$ cat config.mk
export PLATFORM = sky130hd
export DESIGN_NAME = dpc_host
export DESIGN_NICKNAME = d
export VERILOG_FILES = /design/src/dpc_pkg.sv /design/src/dpc_host.sv
export VERILOG_INCLUDE_DIRS = /design/src
export SDC_FILE = /design/constraint.sdc
export NUM_CORES = 1
export LEC_CHECK = 0
export BUFFER_PORTS_ARGS = -buffer_cell sky130_fd_sc_hd__buf_2
export CORE_MARGIN = 4
export CORE_UTILIZATION = 31
export DETAILED_ROUTE_END_ITERATION = 16
export PLACE_DENSITY = 0.57
export SLEW_MARGIN = 20
export SYNTH_ARGS = -nofsm -noshare
export SYNTH_HDL_FRONTEND = slang
export SYNTH_SLANG_ARGS = --single-unit
export TNS_END_PERCENT = 20
$ cat constraint.sdc
create_clock -name core_clk -period 3.6 [get_ports core_clk]
set_clock_uncertainty 0.1 [all_clocks]
set_input_delay 0 -clock core_clk [delete_from_list [all_inputs] [get_ports core_clk]]
set_output_delay 0 -clock core_clk [all_outputs]
set_load 0.005 [all_outputs]
$ cat src/dpc_regs.svh
// Purpose: timing constants for the dual potentiometer host controller
// Assumes: core clock of 250 MHz (4 ns period)
// Notes: least times round up to whole cycles
`ifndef DPC_REGS_SVH
`define DPC_REGS_SVH
// ----------------------------------------------------------------------
// clock
// ----------------------------------------------------------------------
`define DPC_CLK_PS 4000
// ----------------------------------------------------------------------
// pin timing, in their own units
// ----------------------------------------------------------------------
`define DPC_T_SETUP_NS 100
`define DPC_T_HALF_NS 1000
`define DPC_T_DESEL_NS 250
`define DPC_T_STORE_MS 10
// ----------------------------------------------------------------------
// derived cycle counts
// ----------------------------------------------------------------------
`define DPC_SETUP_CYC ((`DPC_T_SETUP_NS*1000+`DPC_CLK_PS-1)/`DPC_CLK_PS)
`define DPC_HALF_CYC ((`DPC_T_HALF_NS*1000+`DPC_CLK_PS-1)/`DPC_CLK_PS)
`define DPC_DESEL_CYC ((`DPC_T_DESEL_NS*1000+`DPC_CLK_PS-1)/`DPC_CLK_PS)
// store time counted in ns so the product stays inside 32 bits
`define DPC_STORE_CYC ((`DPC_T_STORE_MS*1000000+`DPC_CLK_PS/1000-1)/(`DPC_CLK_PS/1000))
// ----------------------------------------------------------------------
// wiper position width and top value
// ----------------------------------------------------------------------
`define DPC_POS_W 5
`define DPC_POS_MAX 5'h1F
`endif

$ cat src/dpc_pkg.sv
// Purpose: types for the dual potentiometer host controller
// Assumes: nothing beyond the timing header
// Notes: one command moves one channel and optionally stores
package dpc_pkg;
  // host request for one channel
  typedef struct packed {
    logic up;          // direction of each step
    logic [4:0] steps; // number of steps, zero with store is a plain store/deselect, without store only the direction pin takes up
    logic store;       // deselect with step strobe high to store
  } dpc_cmd_t;
  // pin group of one channel
  typedef struct packed {
    logic sel_n;
    logic step_n;
    logic up;
  } dpc_pins_t;
  typedef enum logic [6:0] {
    ST_IDLE  = 7'h01,
    ST_SEL   = 7'h02,
    ST_LOW   = 7'h04,
    ST_HIGH  = 7'h08,
    ST_PRE   = 7'h10,
    ST_DESEL = 7'h20,
    ST_WAIT  = 7'h40
  } dpc_state_t;
endpackage

$ cat src/dpc_host.sv
// Purpose: host that drives select, step and direction pins of two
//   potentiometer channels
// Assumes: single 250 MHz clock; pins are outputs only
// Notes: each channel has its own sequencer; a tracked position copy
//   counts the device steps from zero after reset, saturating like the device does;
//   a no-store command leaves the strobe low until the next select,
//   so no strobe edge is ever made while a channel is deselected
//
// How it works
// - no store: last strobe low phase held while select rises
// - select outputs are high from reset onward
// - direction loads only as a command is taken, on the same edge that lowers select (select stays high for zero steps without store)
// - never raise select at the same cycle as a step falling edge
// - select held high ten milliseconds after a storing deselect
`timescale 1ns/1ps
`include "dpc_regs.svh"
module dpc_host
  import dpc_pkg::*;
#(
  parameter int STORE_CYC = `DPC_STORE_CYC,
  parameter int HALF_CYC = `DPC_HALF_CYC
)
(
  // clock and reset
  input wire logic core_clk,
  input wire logic rst,
  // command side, one per channel
  input wire logic [1:0] cmd_valid,
  input dpc_cmd_t cmd [2],
  output logic [1:0] cmd_ready,
  output logic [1:0] pos_known,
  output logic [9:0] pos,
  // device pins
  output dpc_pins_t pins [2]
);
  localparam int SETUP_CYC = `DPC_SETUP_CYC;
  localparam int DESEL_CYC = `DPC_DESEL_CYC;
  localparam int CW = 24;

  // refuse timings the counter cannot hold or that break the setup time
  if (STORE_CYC < 1 || HALF_CYC < SETUP_CYC || STORE_CYC >= (1 << CW) ||
      HALF_CYC >= (1 << CW))
  begin : gen_bad_timing
    $error("dpc_host: timing parameters out of range");
  end

  genvar g;
  generate
    for (g = 0; g < 2; g++)
    begin : gen_ch
      dpc_state_t st_q, st_d;
      logic [CW-1:0] cnt_q, cnt_d;
      logic [4:0] left_q, left_d;
      logic up_q, up_d;
      logic store_q, store_d;
      logic sel_n_q, sel_n_d;
      logic step_n_q, step_n_d;
      logic [4:0] pos_q, pos_d;
      logic known_q, known_d;
      logic ready_q, ready_d;

      // next-state for one channel sequencer
      always_comb
      begin
        st_d = st_q;
        cnt_d = cnt_q;
        left_d = left_q;
        up_d = up_q;
        store_d = store_q;
        sel_n_d = sel_n_q;
        step_n_d = step_n_q;
        pos_d = pos_q;
        known_d = known_q;
        ready_d = ready_q;
        if (cnt_q != '0)
          cnt_d = cnt_q - CW'(1);
        case (st_q)
          ST_IDLE:
          begin
            ready_d = 1'b1;
            if (cmd_valid[g] && ready_q)
            begin
              ready_d = 1'b0;
              up_d = cmd[g].up;
              left_d = cmd[g].steps;
              store_d = cmd[g].store;
              if (cmd[g].steps == 5'h00 && !cmd[g].store)
              begin
                // nothing to move or keep: a select could only store,
                // so select and strobe stay put, the direction pin still takes up, and the channel just waits
                cnt_d = CW'(DESEL_CYC);
                st_d = ST_WAIT;
              end
              else
              begin
                sel_n_d = 1'b0;
                cnt_d = CW'(SETUP_CYC);
                st_d = ST_SEL;
              end
            end
          end
          ST_SEL:
            if (cnt_q == '0)
            begin
              if (step_n_q == 1'b0)
              begin
                // strobe parked low by a no-store deselect: lift it while
                // selected, a rising edge does not move the wiper
                step_n_d = 1'b1;
                cnt_d = CW'(HALF_CYC);
              end
              else if (left_q == 5'h00)
              begin
                cnt_d = CW'(HALF_CYC);
                st_d = ST_PRE;
              end
              else
              begin
                step_n_d = 1'b0;
                cnt_d = CW'(HALF_CYC);
                st_d = ST_LOW;
                if (up_q && pos_q != `DPC_POS_MAX)
                  pos_d = pos_q + 5'h01;
                else if (!up_q && pos_q != 5'h00)
                  pos_d = pos_q - 5'h01;
                left_d = left_q - 5'h01;
              end
            end
          ST_LOW:
            if (cnt_q == '0)
            begin
              if (left_q == 5'h00 && !store_q)
              begin
                // last step of a no-store command: the strobe stays low
                // while select rises, so the move is kept unstored
                cnt_d = CW'(HALF_CYC);
                st_d = ST_DESEL;
              end
              else
              begin
                step_n_d = 1'b1;
                cnt_d = CW'(HALF_CYC);
                st_d = ST_HIGH;
              end
            end
          ST_HIGH:
            if (cnt_q == '0)
            begin
              cnt_d = '0;
              st_d = ST_SEL;
            end
          ST_PRE:
            if (cnt_q == '0)
            begin
              // only storing commands get here; strobe high at deselect
              step_n_d = 1'b1;
              cnt_d = CW'(SETUP_CYC);
              st_d = ST_DESEL;
            end
          ST_DESEL:
            if (cnt_q == '0)
            begin
              sel_n_d = 1'b1;
              cnt_d = store_q ? CW'(STORE_CYC) : CW'(DESEL_CYC);
              if (store_q)
                known_d = 1'b1;
              st_d = ST_WAIT;
            end
          ST_WAIT:
            if (cnt_q == '0)
              st_d = ST_IDLE;
          default:
            st_d = ST_IDLE;
        endcase
      end

      // registers of one channel; select high from reset
      always_ff @(posedge core_clk or posedge rst)
      begin
        if (rst)
        begin
          st_q <= ST_IDLE;
          cnt_q <= '0;
          left_q <= 5'h00;
          up_q <= 1'b0;
          store_q <= 1'b0;
          sel_n_q <= 1'b1;
          step_n_q <= 1'b1;
          pos_q <= 5'h00;
          known_q <= 1'b0;
          ready_q <= 1'b0;
        end
        else
        begin
          st_q <= st_d;
          cnt_q <= cnt_d;
          left_q <= left_d;
          up_q <= up_d;
          store_q <= store_d;
          sel_n_q <= sel_n_d;
          step_n_q <= step_n_d;
          pos_q <= pos_d;
          known_q <= known_d;
          ready_q <= ready_d;
        end
      end

      assign pins[g].sel_n = sel_n_q;
      assign pins[g].step_n = step_n_q;
      assign pins[g].up = up_q;
      assign cmd_ready[g] = ready_q;
      assign pos_known[g] = known_q;
      assign pos[g*5 +: 5] = pos_q;
    end
  endgenerate
endmodule

==> results.cfg <==
[placement]
dp_cells = 914
place_ws_ns = 0.465
portBuffers = 37
place_area_um2 = 6300
gp_congestion = 0.840
hpwl_mm = 10.2

[grt]
grt_usage_pct = 13.7
grt_max_degree = 71
gr-total-overflow = 0
antenna_found_initial = 0
grt_pass1_wl_mm = 24.5
grt_pass1_vias = 4831

[clock_network]
cts_tree = built
cts_htree_levels = 3
clk_pin_slew_ns = 0.07
cts-root-buf = clkbuf_16
postCtsSetupBuffers = 0
cts_sinks = 94
clockBufferDepth = 2
cts_made_buffers = 9
insertion_delay_ns = 0.35

[pwr]
p_leak_nw = 2.91
ir_drop_v = 0.000370
p_per_area_nw_per_um2 = 778
p_total_mw = 5.23

[hold_path]
hp-class = primary input to flip-flop

[timing]
holdWs_ns = 0.0854
layout_setup_ws_ns = 0.489
post-route-period-util_pct = 86.4
rsz0062_at_grt = no
hold_violations = 0
max-slew-margin-rel_pct = 42.2
fin_crit_ns = 3.11
slew_violations = 0
tns_ns = 0
worst_slew_pin_slew_ns = 0.867
finalSetupViolations = 0
max_freq_ghz = 0.321

[synth]
synthCells = 670
ys_seq_area_share_pct = 39.7
ys.flop_type = dfrtp_1
syn_area_per_cell_um2 = 8.87
synth_area_leaders = dfrtp_1 37%, xor2_1 4.4%, o21ai_0 4.2%
ys_seq_elements = 94
async_flop_share_pct = 100
synth_top_area_cell = dfrtp_1
synth_edf_count = 0
synth_top_cell_area_share_pct = 37.1
yosys_warnings = 0
synth_cell_types = 73
synth_area_um2 = 5940
synth_nets = 706

[layout]
diodes = 0
final_area_um2 = 6730
finalNetCount = 743
stdcell_count = 945
drive_above_1_share_pct = 12.7
area_delta_synth_final_pct = 13.2
final_core_util_pct = 35.8

[detailed_routing]
ant_nets = 0
routedWlPerCell_um = 15.2
drtPass1Iterations = 5
vias = 5081
drtIter0Drc = 401
wl_mm = 14.4
via_per_inst = 5.38
drc = 0

[worst_setup_path]
slowest_stage = or3_1
worst_ep_arrival_time_ns = 3.27
slowest_delay_ns = 0.57
worstPathCellList = or4_4 > or3_1 > nor3_4 > inv_2 > ha_1 > o21ai_0 > a21oi_1 > o211ai_1
crit_required_ns = 3.76
worstSetupEndpointType = flip-flop
path_max_fanout = 24
cp-start-kind = flip-flop
path_class = flip-flop to flip-flop

[die]
initial_core_util_pct = 31.7
die_w_um = 146
rows = 50
core_um2 = 18800
die_y_um = 146
die_area_um2 = 21500
io_pins = 38

[run]
cap_viol_max_count = 0

[run_status]
status = completed
[worst max-delay path, delay by kind of cell (launching register included)]
| family | cells | cell delay [ns] |
|---|---|---|
| AND/OR/NAND/NOR | 3 | 1.67 |
| flip-flops | 1 | 0.41 |
| buffers and inverters | 1 | 0.30 |
| AO/OA/AOI/OAI | 3 | 0.28 |
| adder cells (fa/ha/maj) | 1 | 0.26 |
[power by group]
part	switching [mW]	internal, mW
Sequential	0.427	1.43
Combinational	1.45	1.04
Clock	0.400	0.481
Total	2.28	2.95
[cell type report]
class / count / area [um^2]
multi-input cells: 520 / 3310
well taps: 234 / 293
clock inverters: 4 / 23.8
repair buffers: 64 / 428
fillers: 1910 / 12000
clock buffers: 11 / 243
inverters: 18 / 70.1
flip-flops and latches: 94 / 2360
[synthesized netlist by cell type, types with 16 or more instances]
| cell type | number |
|---|---|
| dfrtp_1 | 88 |
| a21oi_1 | 44 |
| clkbuf_1 | 19 |
| ha_1 | 16 |
| nor2_1 | 62 |
| xnor2_1 | 22 |
| o21ai_0 | 50 |
| nand3_1 | 25 |
| nand2_1 | 63 |
| nor3_1 | 28 |
| xor2_1 | 30 |
| nor4_1 | 19 |
| inv_1 | 17 |
[cell families (layout without fill, tap and decap cells)]
kind of cell,after synthesis,count (layout),share of synthesized area (%)
adder cells (fa/ha/maj),19,19,4.21
XOR/XNOR,52,52,7.66
flip-flops,94,94,39.7
multiplexers,8,8,1.62
AO/OA/AOI/OAI,159,159,17.1
AND/OR/NAND/NOR,282,282,25.1
buffers and inverters,56,97,4.59
[per-layer routing]
metal | routed length (um) | vias to the layer above | GRT usage [%]
met5 | 0 | - | 0
met4 | 136 | 0 | 3.29
met3 | 559 | 8 | 2.61
met2 | 6920 | 127 | 23.0
met1 | 6760 | 2436 | 18.2
li1 | - | 2510 | -
[layout by cell type (no fill, tap or decap), types with 11 or more instances in the layout]
cell and n:
nor3_1 28, ha_1 16, a21oi_1 44, nand3_1 25
buf_2 37, xor2_1 30, o21ai_0 50, nand2_1 63
nand4_1 11, inv_1 16, dfrtp_1 88, nor4_1 19
buf_4 11, dlygate4sd3_1 16, xnor2_1 22, nor2_1 62
[path summary, 6_finish.rpt]
check                                   startpoint             endpoint  slack [ns]  cells after the start
worst max-delay path            gen_ch[0].cnt_q[5]   gen_ch[0].cnt_q[0]        0.49                      8
worst min-delay path                  cmd_valid[1]    gen_ch[1].st_q[0]        0.09                      3
worst max register to register  gen_ch[0].cnt_q[5]   gen_ch[0].cnt_q[0]        0.49                      8
worst min register to register   gen_ch[0].known_q    gen_ch[0].known_q        0.36                      1
max in group asynchronous                      rst   gen_ch[1].step_n_q        2.18                      4
min in group asynchronous                      rst  gen_ch[1].cnt_q[18]        0.31                      3
[sequential cells by signal, summed over array words and instances (netlist names)]
register,flops
gen_ch.ready_q,2
gen_ch.st_q,14
gen_ch.left_q,10
gen_ch.known_q,2
gen_ch.cnt_q,48
gen_ch.store_q,2
gen_ch.up_q,2
gen_ch.sel_n_q,2
gen_ch.pos_q,10
gen_ch.step_n_q,2
[timing repair]
action	4_1_cts	5_1_grt
hold buffers	16	0
setup endpoints to repair	0	0
resized for setup	0	0
endpoints found under the hold margin	82	0
Power figures use the tool's default switching activity.
